==> config.mk <==
export PLATFORM = sky130hd
export DESIGN_NAME = cao_top
export DESIGN_NICKNAME = d
export VERILOG_FILES = /design/src/rtl/cao_pkg.sv /design/src/rtl/cao_ccm.sv /design/src/rtl/cao_top.sv
export SDC_FILE = /design/constraint.sdc
export NUM_CORES = 1
export LEC_CHECK = 0
export ABC_CLOCK_PERIOD_IN_PS = 4400
export BUFFER_PORTS_ARGS = -buffer_cell sky130_fd_sc_hd__buf_2
export CAP_MARGIN = 30
export CORE_MARGIN = 3
export CORE_UTILIZATION = 50
export DETAILED_ROUTE_END_ITERATION = 10
export PLACE_DENSITY_LB_ADDON = 0.1
export SLEW_MARGIN = 40
export SYNTH_ARGS = -nofsm -noshare
export SYNTH_HDL_FRONTEND = slang
export SYNTH_SLANG_ARGS = --single-unit
==> constraint.sdc <==
create_clock -name pclk -period 4.4 [get_ports pclk]
set_input_delay 0.66 -clock pclk [delete_from_list [all_inputs] [get_ports pclk]]
set_output_delay 0.66 -clock pclk [all_outputs]
set_load 0.02 [all_outputs]
==> src/rtl/cao_pkg.sv <==
/*
  shared constants and field layouts of the counter array compare block.
  assumes byte addresses on a 32-bit apb bus, one register per word.
*/
package cao_pkg;
  // number of compare modules and the one that serves as watchdog
  localparam int          CAO_NMOD        = 6;
  localparam int          CAO_WD_MOD      = 5;
  // register byte offsets
  localparam logic [7:0]  CAO_OFF_CTRL    = 8'h00;
  localparam logic [7:0]  CAO_OFF_MODE    = 8'h04;
  localparam logic [7:0]  CAO_OFF_CNTL    = 8'h08;
  localparam logic [7:0]  CAO_OFF_CNTH    = 8'h0c;
  localparam logic [7:0]  CAO_OFF_CCM     = 8'h10;
  localparam logic [7:0]  CAO_OFF_CCM_END = 8'h70;
  // word index inside one module slot (slot stride 0x10)
  localparam logic [1:0]  CAO_SUB_MODE    = 2'h0;
  localparam logic [1:0]  CAO_SUB_LOW     = 2'h1;
  localparam logic [1:0]  CAO_SUB_HIGH    = 2'h2;
  // field positions
  localparam int          CAO_CTRL_OVF    = 7;
  localparam int          CAO_CTRL_RUN    = 6;
  localparam int          CAO_MD_ENA      = 6;
  localparam int          CAO_MD_LCK      = 5;
  localparam int          CAO_CM_CMP      = 6;
  // values after reset
  localparam logic [7:0]  CAO_MODE_RST    = 8'h40;
  localparam logic [7:0]  CAO_CTRL_RST    = 8'h00;
  localparam logic [7:0]  CAO_CCM_RST     = 8'h00;
  localparam logic [15:0] CAO_CNT_RST     = 16'h0000;
  // module mode while it serves as watchdog: comparator and match only
  localparam logic [7:0]  CAO_WD_FORCE    = 8'h48;
  // prescaler of the divided timebases
  localparam int          CAO_PRESC_DIV   = 12;
  localparam logic [3:0]  CAO_PRESC_LAST  = 4'(CAO_PRESC_DIV - 1);
  localparam logic [1:0]  CAO_DIV4_LAST   = 2'h3;

  // timebase codes
  typedef enum logic [2:0] {
    CAO_TB_DIV12 = 3'h0,
    CAO_TB_DIV4  = 3'h1,
    CAO_TB_TMR0  = 3'h2,
    CAO_TB_EXTIN = 3'h3,
    CAO_TB_SYS   = 3'h4,
    CAO_TB_EXT8  = 3'h5,
    CAO_TB_RTC8  = 3'h6,
    CAO_TB_RSVD  = 3'h7
  } cao_tb_t;

  // module mode register
  typedef struct packed {
    logic wide_pulse_select;
    logic comparator_enable;
    logic cap_pos;
    logic cap_neg;
    logic match_enable;
    logic toggle_enable;
    logic pulse_mod_enable;
    logic module_flag_irq_enable;
  } cao_ccm_mode_t;

  // array mode register
  typedef struct packed {
    logic    idle_suspend_bit;
    logic    watchdog_enable_bit;
    logic    watchdog_lock_bit;
    logic    unused;
    cao_tb_t timebase_select;
    logic    ovf_irq_en;
  } cao_array_mode_t;
endpackage : cao_pkg

==> src/rtl/cao_ccm.sv <==
/*
  one compare module: compare bytes, mode, output pin logic.
  assumes tick is a single-cycle pulse and cnt_new is the counter value
  that the tick produces; cnt_now is the counter before it.
*/
`timescale 1ns/1ps
module cao_ccm import cao_pkg::*; (
  // clock and reset
  input  wire logic        pclk,
  input  wire logic        presetn,
  // register writes
  input  wire logic        wr_mode,
  input  wire logic        wr_low,
  input  wire logic        wr_high,
  input  wire logic [7:0]  wdata,
  // watchdog duty, only ever high for module 5
  input  wire logic        wd_on,
  // timebase
  input  wire logic        tick,
  input  wire logic [15:0] cnt_now,
  input  wire logic [15:0] cnt_new,
  // state
  output logic      [7:0]  mode_q,
  output logic      [7:0]  low_q,
  output logic      [7:0]  high_q,
  output logic             match,
  output logic             pin_q
);
  logic [7:0]    mode_r, low_r, high_r, mode_nxt, low_nxt, high_nxt;
  logic          pin_r, pin_nxt, hso_r;
  cao_ccm_mode_t m;
  logic          hso, freq, pw8, pw16, eq16, eq8, wrap8, wrap16, zero16;

  // effective mode and the four output modes
  assign m      = wd_on ? CAO_WD_FORCE : mode_r;
  assign hso    = m.comparator_enable & m.toggle_enable & m.match_enable
                & ~m.pulse_mod_enable;
  assign freq   = m.comparator_enable & m.toggle_enable & m.pulse_mod_enable;
  assign pw8    = m.comparator_enable & m.pulse_mod_enable & ~m.toggle_enable
                & ~m.wide_pulse_select;
  assign pw16   = m.comparator_enable & m.pulse_mod_enable & ~m.toggle_enable
                & m.wide_pulse_select;
  assign eq16   = cnt_new == {high_r, low_r};
  assign eq8    = cnt_new[7:0] == low_r;
  assign wrap8  = cnt_new[7:0] == 8'h00;
  assign wrap16 = cnt_new == 16'h0000;
  assign zero16 = {high_r, low_r} == 16'h0000;
  assign match  = tick & m.comparator_enable & (m.pulse_mod_enable
                ? (m.wide_pulse_select ? eq16 : eq8) : (m.match_enable & eq16));

  // low byte write clears the comparator, high byte write sets it
  assign mode_nxt = (wr_mode & ~wd_on) ? wdata :
                    wr_low  ? (mode_r & ~(8'h01 << CAO_CM_CMP)) :
                    wr_high ? (mode_r |  (8'h01 << CAO_CM_CMP)) : mode_r;
  // frequency mode steps the low byte by the half period; 0 wraps as 256
  assign low_nxt  = wr_low ? wdata :
                    (tick & freq & eq8)  ? 8'(low_r + high_r) :
                    (tick & pw8 & wrap8) ? high_r : low_r;
  // watchdog update ignores the written value
  assign high_nxt = !wr_high ? high_r :
                    wd_on ? 8'(cnt_now[15:8] + low_r) : wdata;
  // pin: pwm with comparator off forces low first, then entry, then per-mode events
  assign pin_nxt  = (m.pulse_mod_enable & ~m.toggle_enable & ~m.comparator_enable)
                    ? 1'b0 :
                    (hso & ~hso_r) ? 1'b1 :
                    ~tick ? pin_r :
                    ((hso & eq16) | (freq & eq8)) ? ~pin_r :
                    (pw8 & wrap8)  ? (high_r == 8'h00) :
                    (pw8 & eq8)    ? 1'b1 :
                    (pw16 & wrap16) ? zero16 :
                    (pw16 & eq16)  ? 1'b1 : pin_r;

  // module registers
  always_ff @(posedge pclk or negedge presetn) begin
    if (!presetn) begin
      mode_r <= CAO_CCM_RST;
      low_r  <= CAO_CCM_RST;
      high_r <= CAO_CCM_RST;
      pin_r  <= 1'b0;
      hso_r  <= 1'b0;
    end else begin
      mode_r <= mode_nxt;
      low_r  <= low_nxt;
      high_r <= high_nxt;
      pin_r  <= pin_nxt;
      hso_r  <= hso;
    end
  end

  assign mode_q = mode_r;
  assign low_q  = low_r;
  assign high_q = high_r;
  assign pin_q  = pin_r;
endmodule : cao_ccm

==> src/rtl/cao_top.sv <==
/*
  counter array with six compare modules and a watchdog on module 5,
  reached over apb. assumes tick inputs are single pulses already on
  pclk; only the external count pin is asynchronous.
*/
`timescale 1ns/1ps
module cao_top import cao_pkg::*; (
  // clock and reset
  input  wire logic        pclk,
  input  wire logic        presetn,
  // apb slave
  input  wire logic        psel,
  input  wire logic        penable,
  input  wire logic        pwrite,
  input  wire logic [7:0]  paddr,
  input  wire logic [31:0] pwdata,
  output logic      [31:0] prdata,
  output logic             pready,
  output logic             pslverr,
  // timebase sources
  input  wire logic        timer0_ovf_tick,
  input  wire logic        ext_div8_tick,
  input  wire logic        rtc_div8_tick,
  input  wire logic        ext_count_pin,
  input  wire logic        cpu_idle,
  // outputs
  output logic      [5:0]  module_io_pin,
  output logic             watchdog_reset
);
  // apb answer registers
  logic [31:0]     prdata_r;
  logic            pready_r, pslverr_r;
  // array registers
  cao_array_mode_t md_r, md_nxt, md_wr;
  logic            run_r, run_nxt, ovf_r, ovf_nxt;
  logic [5:0]      flag_r, flag_nxt;
  logic [15:0]     cnt_r, cnt_nxt, cnt_inc;
  logic [7:0]      snap_r;
  logic [3:0]      presc_r;
  logic            wdrst_r, wdrst_nxt;
  // external count pin: three flops and a filtered level
  logic            ext_s1, ext_s2, ext_s3, ext_lvl_r;
  // per-module wires
  logic [5:0]      wr_cm, wr_lo, wr_hi, match, pin;
  logic [7:0]      cm_q [CAO_NMOD];
  logic [7:0]      lo_q [CAO_NMOD];
  logic [7:0]      hi_q [CAO_NMOD];
  logic [7:0]      ccm_rd [CAO_NMOD];

  // address decode
  logic            setup, wr_en, is_ccm, hit;
  logic            wr_ctrl, wr_mode, wr_cntl, wr_cnth, rd_cntl;
  logic [2:0]      midx;
  logic [1:0]      sub;
  logic [7:0]      wd8, rd_val;

  assign setup   = psel & ~penable;
  assign wr_en   = psel & penable & pwrite & pready_r;
  // unaligned bytes must not alias onto a module register write
  assign is_ccm  = (paddr >= CAO_OFF_CCM) & (paddr < CAO_OFF_CCM_END)
                 & (paddr[3:2] != 2'h3) & (paddr[1:0] == 2'h0);
  assign hit     = (paddr[1:0] == 2'h0) & (is_ccm | (paddr == CAO_OFF_CTRL)
                 | (paddr == CAO_OFF_MODE) | (paddr == CAO_OFF_CNTL)
                 | (paddr == CAO_OFF_CNTH));
  assign midx    = 3'(paddr[6:4] - 3'h1);
  assign sub     = paddr[3:2];
  assign wd8     = pwdata[7:0];
  assign wr_ctrl = wr_en & (paddr == CAO_OFF_CTRL);
  assign wr_mode = wr_en & (paddr == CAO_OFF_MODE);
  assign wr_cntl = wr_en & (paddr == CAO_OFF_CNTL);
  assign wr_cnth = wr_en & (paddr == CAO_OFF_CNTH);
  assign rd_cntl = setup & ~pwrite & (paddr == CAO_OFF_CNTL);

  // watchdog state and timebase gating
  logic            wd_on, run_eff, suspend, src, tick, ext_fall;
  logic            p12, p4, lo_wrap, wd_hit;

  assign wd_on    = md_r.watchdog_enable_bit | md_r.watchdog_lock_bit;
  assign run_eff  = run_r | wd_on;
  assign suspend  = md_r.idle_suspend_bit & cpu_idle;
  assign p12      = presc_r == CAO_PRESC_LAST;
  assign p4       = presc_r[1:0] == CAO_DIV4_LAST;
  assign ext_fall = ext_lvl_r & ~ext_s3 & ~ext_s2;
  assign src      = (md_r.timebase_select == CAO_TB_DIV12) ? p12 :
                    (md_r.timebase_select == CAO_TB_DIV4)  ? p4 :
                    (md_r.timebase_select == CAO_TB_TMR0)  ? timer0_ovf_tick :
                    (md_r.timebase_select == CAO_TB_EXTIN) ? ext_fall :
                    (md_r.timebase_select == CAO_TB_SYS)   ? 1'b1 :
                    (md_r.timebase_select == CAO_TB_EXT8)  ? ext_div8_tick :
                    (md_r.timebase_select == CAO_TB_RTC8)  ? rtc_div8_tick : 1'b0;
  assign tick     = run_eff & ~suspend & src;
  assign cnt_inc  = 16'(cnt_r + 16'h0001);

  // counter: software may load bytes only with the watchdog off
  assign cnt_nxt = (wr_cntl & ~wd_on) ? {cnt_r[15:8], wd8} :
                   (wr_cnth & ~wd_on) ? {wd8, cnt_r[7:0]} :
                   tick ? cnt_inc : cnt_r;

  // array mode: with the watchdog on only an unlocked disable or a lock set gets through
  assign md_wr  = wd_on
                ? {md_r[7], md_r.watchdog_enable_bit & (md_r.watchdog_lock_bit
                   | wd8[CAO_MD_ENA] | wd8[CAO_MD_LCK]),
                   md_r.watchdog_lock_bit | wd8[CAO_MD_LCK], md_r[4:0]}
                : {wd8[7], wd8[CAO_MD_ENA] | wd8[CAO_MD_LCK], wd8[CAO_MD_LCK],
                   1'b0, wd8[3:0]};
  assign md_nxt = wr_mode ? md_wr : md_r;

  // run bit is stored as written, the watchdog only overrides its effect
  assign run_nxt  = wr_ctrl ? wd8[CAO_CTRL_RUN] : run_r;
  // hardware set wins over a software clear in the same cycle
  assign ovf_nxt  = (tick & (cnt_r == 16'hffff)) | (wr_ctrl ? wd8[CAO_CTRL_OVF] : ovf_r);
  assign flag_nxt = match | (wr_ctrl ? wd8[5:0] : flag_r);

  // watchdog reset: low wrap on an update match, or forced by flag write
  assign lo_wrap   = tick & (cnt_r[7:0] == 8'hff);
  assign wd_hit    = hi_q[CAO_WD_MOD] == cnt_r[15:8];
  assign wdrst_nxt = wd_on & ((lo_wrap & wd_hit)
                   | (wr_ctrl & wd8[CAO_WD_MOD]));

  // read selection
  assign rd_val = (paddr == CAO_OFF_CTRL) ? {ovf_r, run_r, flag_r} :
                  (paddr == CAO_OFF_MODE) ? {md_r[7:5], 1'b0, md_r[3:0]} :
                  (paddr == CAO_OFF_CNTL) ? cnt_r[7:0] :
                  (paddr == CAO_OFF_CNTH) ? snap_r :
                  is_ccm ? ccm_rd[midx] : 8'h00;

  // compare modules
  genvar gi;
  generate
    for (gi = 0; gi < CAO_NMOD; gi++) begin : g_ccm
      assign wr_cm[gi]  = wr_en & is_ccm & (midx == 3'(gi)) & (sub == CAO_SUB_MODE);
      assign wr_lo[gi]  = wr_en & is_ccm & (midx == 3'(gi)) & (sub == CAO_SUB_LOW);
      assign wr_hi[gi]  = wr_en & is_ccm & (midx == 3'(gi)) & (sub == CAO_SUB_HIGH);
      assign ccm_rd[gi] = (sub == CAO_SUB_MODE) ? cm_q[gi] :
                          (sub == CAO_SUB_LOW)  ? lo_q[gi] : hi_q[gi];
      cao_ccm u_ccm (
        .pclk    (pclk),
        .presetn (presetn),
        .wr_mode (wr_cm[gi]),
        .wr_low  (wr_lo[gi]),
        .wr_high (wr_hi[gi]),
        .wdata   (wd8),
        .wd_on   ((gi == CAO_WD_MOD) && wd_on),
        .tick    (tick),
        .cnt_now (cnt_r),
        .cnt_new (cnt_inc),
        .mode_q  (cm_q[gi]),
        .low_q   (lo_q[gi]),
        .high_q  (hi_q[gi]),
        .match   (match[gi]),
        .pin_q   (pin[gi])
      );
    end
  endgenerate

  // apb answer: data latched in setup, ready in the access cycle
  always_ff @(posedge pclk or negedge presetn) begin
    if (!presetn) begin
      prdata_r  <= 32'h0000_0000;
      pready_r  <= 1'b0;
      pslverr_r <= 1'b0;
    end else begin
      pready_r  <= setup;
      pslverr_r <= setup & ~hit;
      if (setup) begin
        prdata_r <= {24'h00_0000, pwrite ? 8'h00 : rd_val};
      end
    end
  end

  // external count pin synchroniser; level changes once s2 and s3 agree
  always_ff @(posedge pclk or negedge presetn) begin
    if (!presetn) begin
      ext_s1    <= 1'b1;
      ext_s2    <= 1'b1;
      ext_s3    <= 1'b1;
      ext_lvl_r <= 1'b1;
    end else begin
      ext_s1 <= ext_count_pin;
      ext_s2 <= ext_s1;
      ext_s3 <= ext_s2;
      if (ext_s2 == ext_s3) begin
        ext_lvl_r <= ext_s3;
      end
    end
  end

  // prescaler runs freely so the divided ticks keep a steady phase
  always_ff @(posedge pclk or negedge presetn) begin
    if (!presetn) begin
      presc_r <= 4'h0;
    end else begin
      presc_r <= p12 ? 4'h0 : 4'(presc_r + 4'h1);
    end
  end

  // array state; reset leaves the watchdog on at div12 with zero bytes
  always_ff @(posedge pclk or negedge presetn) begin
    if (!presetn) begin
      md_r    <= CAO_MODE_RST;
      run_r   <= CAO_CTRL_RST[CAO_CTRL_RUN];
      ovf_r   <= CAO_CTRL_RST[CAO_CTRL_OVF];
      flag_r  <= CAO_CTRL_RST[5:0];
      cnt_r   <= CAO_CNT_RST;
      snap_r  <= 8'h00;
      wdrst_r <= 1'b0;
    end else begin
      md_r    <= md_nxt;
      run_r   <= run_nxt;
      ovf_r   <= ovf_nxt;
      flag_r  <= flag_nxt;
      cnt_r   <= cnt_nxt;
      wdrst_r <= wdrst_nxt;
      if (rd_cntl) begin
        snap_r <= cnt_r[15:8];
      end
    end
  end

  assign prdata         = prdata_r;
  assign pready         = pready_r;
  assign pslverr        = pslverr_r;
  assign module_io_pin  = pin;
  assign watchdog_reset = wdrst_r;
endmodule : cao_top

== Yosys cells after proc, flatten, opt, wreduce, memory -nomap -nowiden ==
Index checks and enable logic that the tools add are counted.

* Flip-flop bits (word level): 214
* Output and inout port bits: 41

* Add/subtract/negate cells: 10
* Order comparisons: 3
* Equal/unequal tests: 36
* Mux-type cells: 133
* Bitwise operators: 262
* Reductions and logical operators: 54

{| class="wikitable"
|+ Operator list
! cell !! count
|-
| 8-bit two-way mux || 53
|-
| 1-bit bitwise AND || 198
|-
| 16-bit zero test || 7
|-
| 16-bit == test || 6
|-
| 1-bit two-way mux || 68
|-
| 8-bit zero test || 8
|-
| 8-bit adder || 7
|-
| 8-bit == test || 7
|-
| 3-bit nonzero test || 18
|-
| 7-bit two-way mux || 7
|-
| 1-bit inverter || 44
|-
| 7-bit nonzero test || 6
|-
| 16-bit two-way mux || 2
|-
| 8-bit binary-select mux with 3-bit select || 1
|-
| 1-bit bitwise OR || 18
|-
| 2-bit AND reduction || 9
|-
| 16-bit by 1-bit adder with 16-bit output, second input constant || 1
|-
| 16-bit == test, second input constant || 1
|-
| 8-bit by 4-bit == test with 1-bit output, second input constant || 2
|-
| 3-bit == test, second input constant || 5
|-
| 3-bit by 2-bit == test with 1-bit output, second input constant || 4
|-
| 8-bit by 3-bit == test with 1-bit output, second input constant || 1
|-
| 8-bit == test, second input constant || 1
|-
| 8-bit by 5-bit greater-or-equal comparator with 1-bit output, second input constant || 1
|-
| 17 further kinds || 23
|}

== Longest topological paths before layout ==
* Depth in word-level cells: 14
* Mapped depth: 14

== Modules after synthesis ==
From an unflattened synthesis, not the netlist that was laid out.

* Cells, all modules: 2031
* Area total of the unflattened synthesis: 18346.3 um2

{| class="wikitable"
|+ Modules (own cells, without submodules)
! module !! instances !! cells an instance !! area an instance (um2) !! seq. area each (um2)
|-
| cao_ccm (g_ccm[1].u_ccm ...) || 3 || 238 || 2202.1 || 650.6
|-
| cao_top || 1 || 601 || 5122.4 || 1457.6
|-
| cao_ccm (g_ccm[0].u_ccm) || 1 || 242 || 2228.4 || 650.6
|-
| cao_ccm (g_ccm[4].u_ccm) || 1 || 238 || 2198.4 || 650.6
|-
| cao_ccm (g_ccm[5].u_ccm) || 1 || 236 || 2190.9 || 650.6
|}

== Worst setup path before layout ==
OpenSTA, ideal clock, no wires.

* Kind: input port to flip-flop
* Start point: in paddr[4]
* End point: reg g_ccm[0].u_ccm.low_r[2]
* Setup time: 0.125 ns
* Arrival time: 3.343 ns
* Required time: 4.275 ns
* Setup slack: 0.933 ns
* Stages: 12
* Path through: clkbuf_1 -> inv_2 -> ha_1 -> inv_1 -> a311oi_1 -> a211oi_1 -> nor3b_1 -> and2_1 -> clkbuf_1 -> nand2_1 -> nand3_1 -> mux2_2

* Longest elaborated chain between the ends: 8
* Elaborated cells on any way between the ends: 12
* Those cells by class: 1 x add/sub; 2 x order compare; 1 x mux; 6 x bitwise; 2 x reduce/logical

{| class="wikitable"
|+ RTL lines
! item !! line !! source
|-
| start, declared || cao_top.sv:15 || <nowiki>input wire logic [7:0] paddr,</nowiki>
|-
| 8-bit by 5-bit greater-or-equal comparator with 1-bit output or 8-bit by 7-bit less-than comparator with 1-bit output (tied branches) || cao_top.sv:60 || <nowiki>assign is_ccm = (paddr >= CAO_OFF_CCM) & (paddr < CAO_OFF_CCM_END)</nowiki>
|-
| 1-bit bitwise AND || cao_top.sv:60 ||
|-
| 1-bit bitwise AND (2 in a row) || cao_top.sv:61 || <nowiki>& (paddr[3:2] != 2'h3) & (paddr[1:0] == 2'h0);</nowiki>
|-
| 1-bit bitwise AND || cao_top.sv:132 || <nowiki>assign wr_lo[gi] = wr_en & is_ccm & (midx == 3'(gi)) & (sub == CAO_SUB_LOW);</nowiki>
|-
| 1-bit bitwise AND * (2 in a row) || cao_top.sv:132 ||
|-
| 3-bit nonzero test (no source line) or 8-bit two-way mux (tied branches) || n/a ||
|-
| end signal, assigned || cao_ccm.sv:83 || <nowiki>low_r <= low_nxt;</nowiki>
|-
| end, declared || cao_ccm.sv:29 || <nowiki>logic [7:0] mode_r, low_r, high_r, mode_nxt, low_nxt, high_nxt;</nowiki>
|}

Every way passes the cells marked *; elsewhere a longest branch is shown, timed or not.
A chain may end at the register's enable or synchronous reset.

== Worst setup path after layout ==
* Start point: reg cnt_r[1]
* End point: reg g_ccm[3].u_ccm.pin_r

* Longest elaborated chain between the ends: 10
* Elaborated cells on any way between the ends: 21
* Those cells by class: 1 x add/sub; 2 x eq/ne; 7 x mux; 7 x bitwise; 4 x reduce/logical

{| class="wikitable"
|+ RTL lines
! item !! line !! source
|-
| start, declared || cao_top.sv:37 || <nowiki>logic [15:0] cnt_r, cnt_nxt, cnt_inc;</nowiki>
|-
| start signal, assigned || cao_top.sv:212 || <nowiki>cnt_r <= cnt_nxt;</nowiki>
|-
| 16-bit by 1-bit adder with 16-bit output * || cao_top.sv:92 || <nowiki>assign cnt_inc = 16'(cnt_r + 16'h0001);</nowiki>
|-
| 16-bit zero test || cao_ccm.sv:46 || <nowiki>assign wrap16 = cnt_new == 16'h0000;</nowiki>
|-
| 1-bit bitwise AND || cao_ccm.sv:70 || <nowiki>(pw16 & wrap16) ? zero16 :</nowiki>
|-
| 1-bit two-way mux || cao_ccm.sv:70 ||
|-
| 1-bit two-way mux || cao_ccm.sv:69 || <nowiki>(pw8 & eq8) ? 1'b1 :</nowiki>
|-
| 1-bit two-way mux || cao_ccm.sv:68 || <nowiki>(pw8 & wrap8) ? (high_r == 8'h00) :</nowiki>
|-
| 1-bit two-way mux || cao_ccm.sv:67 || <nowiki>((hso & eq16) | (freq & eq8)) ? ~pin_r :</nowiki>
|-
| 1-bit two-way mux || cao_ccm.sv:66 || <nowiki>~tick ? pin_r :</nowiki>
|-
| 1-bit two-way mux || cao_ccm.sv:65 || <nowiki>(hso & ~hso_r) ? 1'b1 :</nowiki>
|-
| 1-bit two-way mux || cao_ccm.sv:64 || <nowiki>? 1'b0 :</nowiki>
|-
| end signal, assigned || cao_ccm.sv:85 || <nowiki>pin_r <= pin_nxt;</nowiki>
|-
| end, declared || cao_ccm.sv:30 || <nowiki>logic pin_r, pin_nxt, hso_r;</nowiki>
|}

Every way passes the cells marked *; elsewhere a longest branch is shown, timed or not. The select of a mux whose other input is x is not followed.

==> results.py <==
metrics = {
    "cts": {
        "cts_tree": "done",
        "cts.htree.levels": 1,
        "numCtsBuffers": 26,
        "cts.sink_count": 214,
        "cts_root_buffer": "clkbuf_16",
        "worstSkewPairLatency_ns": 0.55,
        "post_cts_resized": 0,
        "cts_buffer_depth": 3,
        "cts_setup_buffers": 0,
        "clkTransAtPathRegs_ns": 0.07,
        "holdBufCountCts": 0,
    },
    "power_and_ir_drop": {
        "finalPower_mw": 4.747,
        "p_switching_mw": 1.184,
        "p_seq_share_pct": 41.9,
        "ir_worst_vdd_mv": 0.2328,
        "power_frac_clock_pct": 51.7,
        "comb_power_share_pct": 6.3,
        "p_int_mw": 3.563,
        "power.density_nw_per_um2": 253.4,
        "switching_share_pct": 24.94,
        "power_leakage_nw": 8.560,
    },
    "detailed_routing": {
        "dr_total_vias": 15360,
        "totalWireLength_microns": 60590,
        "drc": 0,
        "routedWlPerCell_microns": 25.72,
        "drtAntennaViolNets": 0,
        "via_per_inst": 6.520,
        "first_iter_violations": 1716,
        "drtPass1Iterations": 6,
    },
    "global_route": {
        "grt_antenna_before_repair": 1,
        "grt_usage_pct": 32.92,
        "grt_pass1_wl_microns": 90870,
        "grt_pass1_vias": 14340,
        "grt.overflow.total": 0,
        "grt_max_degree": 90,
    },
    "sta": {
        "rsz0062_at_grt": "false",
        "setup_violations": 0,
        "relSlewSlack_pct": 40.47,
        "final.period_utilization_pct": 89.42,
        "drv_slew": 0,
        "fin_crit_ns": 3.935,
        "setup_ws_ns": 0.4653,
        "finalSetupTns_ns": 0,
        "max_freq_mhz": 254.2,
        "hold_viol_final": 0,
        "skew_ns": 0.01981,
        "tightestPinTransition_ns": 0.8929,
    },
    "logic_synthesis": {
        "synth_cell_types": 89,
        "synth_edf_count": 0,
        "synthTopCellsByArea": "dfrtp_1 31%, mux2_2 7.0%, mux2i_1 5.0%",
        "syn_area_per_cell_sq_um": 9.051,
        "synthFlopType": "dfrtp_1",
        "synth.most_common_cell": "dfrtp_1",
        "yosysTopAreaCellShare_pct": 30.75,
        "synth_top_area_cell": "dfrtp_1",
        "ys_seq_elements": 214,
        "ys.warnings.count": 0,
        "ys_seq_area_share_pct": 31.53,
        "async_flop_share_pct": 100.0,
        "synth_common_cells": "209 x dfrtp_1, 158 x nand2_1, 152 x nor2_1",
        "netlist_instances": 1879,
        "netlist_area_sq_um": 17010,
    },
    "placement": {
        "placed_cell_area_sq_um": 17750,
        "io_buffer_count": 42,
        "dp_hpwl_microns": 42310,
        "dpl_worst_slack_ns": 0.6834,
        "place_congestion": 1.008,
    },
    "layout": {
        "fin_area_sq_um": 18730,
        "layout-drive-gt1-share_pct": 16.26,
        "nets": 2008,
        "area_delta_synth_final_pct": 10.14,
    },
    "run": {
        "cap_violations": 0,
    },
    "setup_path": {
        "worstSetupEndpoint": "g_ccm[3].u_ccm.pin_q$_DFFE_PN0P_",
        "cp_max_fo": 8,
        "critical_path_class": "reg -> reg",
        "crit_arrival_ns": 4.41,
        "worstPathRequired_ns": 4.88,
        "critPathLaunchType": "flip-flop",
        "crit_path_start": "cnt_r[1]$_DFFE_PN0P_",
        "rr_startpoint": "cnt_r[1]$_DFFE_PN0P_",
        "rrSetupSlack_ns": 0.47,
        "timing.rr.end": "g_ccm[3].u_ccm.pin_q$_DFFE_PN0P_",
        "crit_path_end_kind": "flip-flop",
        "r2r_cells": 11,
    },
    "floorplan": {
        "coreArea_sq_um": 33030,
        "start_util_pct": 51.48,
        "dieWidth_microns": 190.4,
        "die_area_sq_um": 36260,
        "dieHeight_microns": 190.4,
        "io_pins": 91,
        "std_cell_rows": 66,
    },
    "status": {
        "outcome": "finished clean",
    },
    "worst_hold_path": {
        "hold_path.class": "in -> async",
    },
}
[layout by cell type, fill, tap and decap left out, types with 24 or more instances in the layout]
| cell | netlist | final |
|---|---|---|
| xnor2_1 | 81 | 77 |
| mux2_2 | 105 | 105 |
| a21oi_1 | 128 | 128 |
| nand3_1 | 32 | 32 |
| xor2_1 | 41 | 41 |
| ha_1 | 58 | 58 |
| nor4_1 | 32 | 32 |
| nor3_1 | 41 | 41 |
| dfrtp_1 | 209 | 209 |
| xnor3_1 | 28 | 28 |
| buf_2 | 17 | 40 |
| o21ai_0 | 126 | 126 |
| buf_4 | 31 | 65 |
| conb_1 | 1 | 24 |
| inv_1 | 63 | 63 |
| mux2i_1 | 85 | 85 |
| clkbuf_16 | 0 | 27 |
| nand4_1 | 26 | 26 |
| nand2_1 | 158 | 158 |
| nor2_1 | 152 | 152 |
[power by group through the flow]
stage          Combinational, mW  Sequential [mW]  Clock (mW)
6_report                   0.301             1.99        2.45
5_1_grt                    0.319             1.99        2.55
3_5_place_dp               0.293             2.03           0
2_1_floorplan              0.169             2.02           0
3_3_place_gp               0.291             2.03           0
4_1_cts                    0.294             1.99        2.47
[how the worst min path moves through the flow]
stage / to / from
finish: g_ccm[3].u_ccm.low_q[3]$_DFFE_PN0P_ / presetn
floorplan: ext_s2$_DFF_PN1_ / ext_s1$_DFF_PN1_
global route: g_ccm[3].u_ccm.low_q[3]$_DFFE_PN0P_ / presetn
CTS: g_ccm[3].u_ccm.low_q[3]$_DFFE_PN0P_ / presetn
global placement: ext_s2$_DFF_PN1_ / ext_s1$_DFF_PN1_
detailed placement: ext_s2$_DFF_PN1_ / ext_s1$_DFF_PN1_
[metrics by stage]
stage / util, % / std cells / hold WS, ns
2_1_floorplan: - / 1902 / 0.3452
3_3_place_gp: 53.64 / 2307 / 0.3459
3_5_place_dp: 53.75 / 2307 / 0.3472
4_1_cts: 56.69 / 2355 / 0.1537
5_1_grt: 56.70 / 2356 / 0.1528
6_report: 56.70 / 2356 / 0.09499
[state kept, by name (all words and copies together) (netlist names), 4 cells and up]
signal,flops
cnt_r,16
flag_r,6
g_ccm.u_ccm.high_q,48
g_ccm.u_ccm.hso_r,6
g_ccm.u_ccm.low_q,48
g_ccm.u_ccm.mode_q,48
g_ccm.u_ccm.pin_q,6
md_r,7
prdata,8
presc_r,4
snap_r,8
[worst max-delay path: stages, from the launching register on]
cell	delay, ns
dfrtp_1	0.54
ha_1	0.43
buf_4	0.25
nand4_1	0.17
o21ai_0	0.55
o221ai_1	0.18
nor4b_1	0.52
nand2_1	0.15
nor4_1	0.56
o31ai_1	0.15
o21ai_0	0.17
and4_1	0.19
[logic make-up after synthesis]
family / share of synthesized area [%]
buffers and inverters: 5.474
adders and majority gates: 5.150
other: 0.02205
xor gates and xnor gates: 10.13
DFF: 31.53
muxes: 13.61
AOI/OAI and AO/OA: 16.89
and+or+nand+nor: 17.20
[layout make-up]
type	instances	area [sq um]
diodes	1	2.502
clock buffers	30	706.9
clock inverters	18	265.3
fillers	2959	14300
inverters	65	244.0
multi-input cells	1477	10830
flip-flops and latches	214	5361
well taps	442	553.0
repair buffers	109	763.2
[metal layers]
metal / part of all wire (%) / wire length (microns) / global-route usage (%)
met4: 4.6 / 2779 / 12.98
met1: 42 / 25490 / 46.83
met2: 42 / 25450 / 48.38
met5: 0 / 0 / 0
met3: 11 / 6878 / 7.996
(Power assumes the default switching activity.)
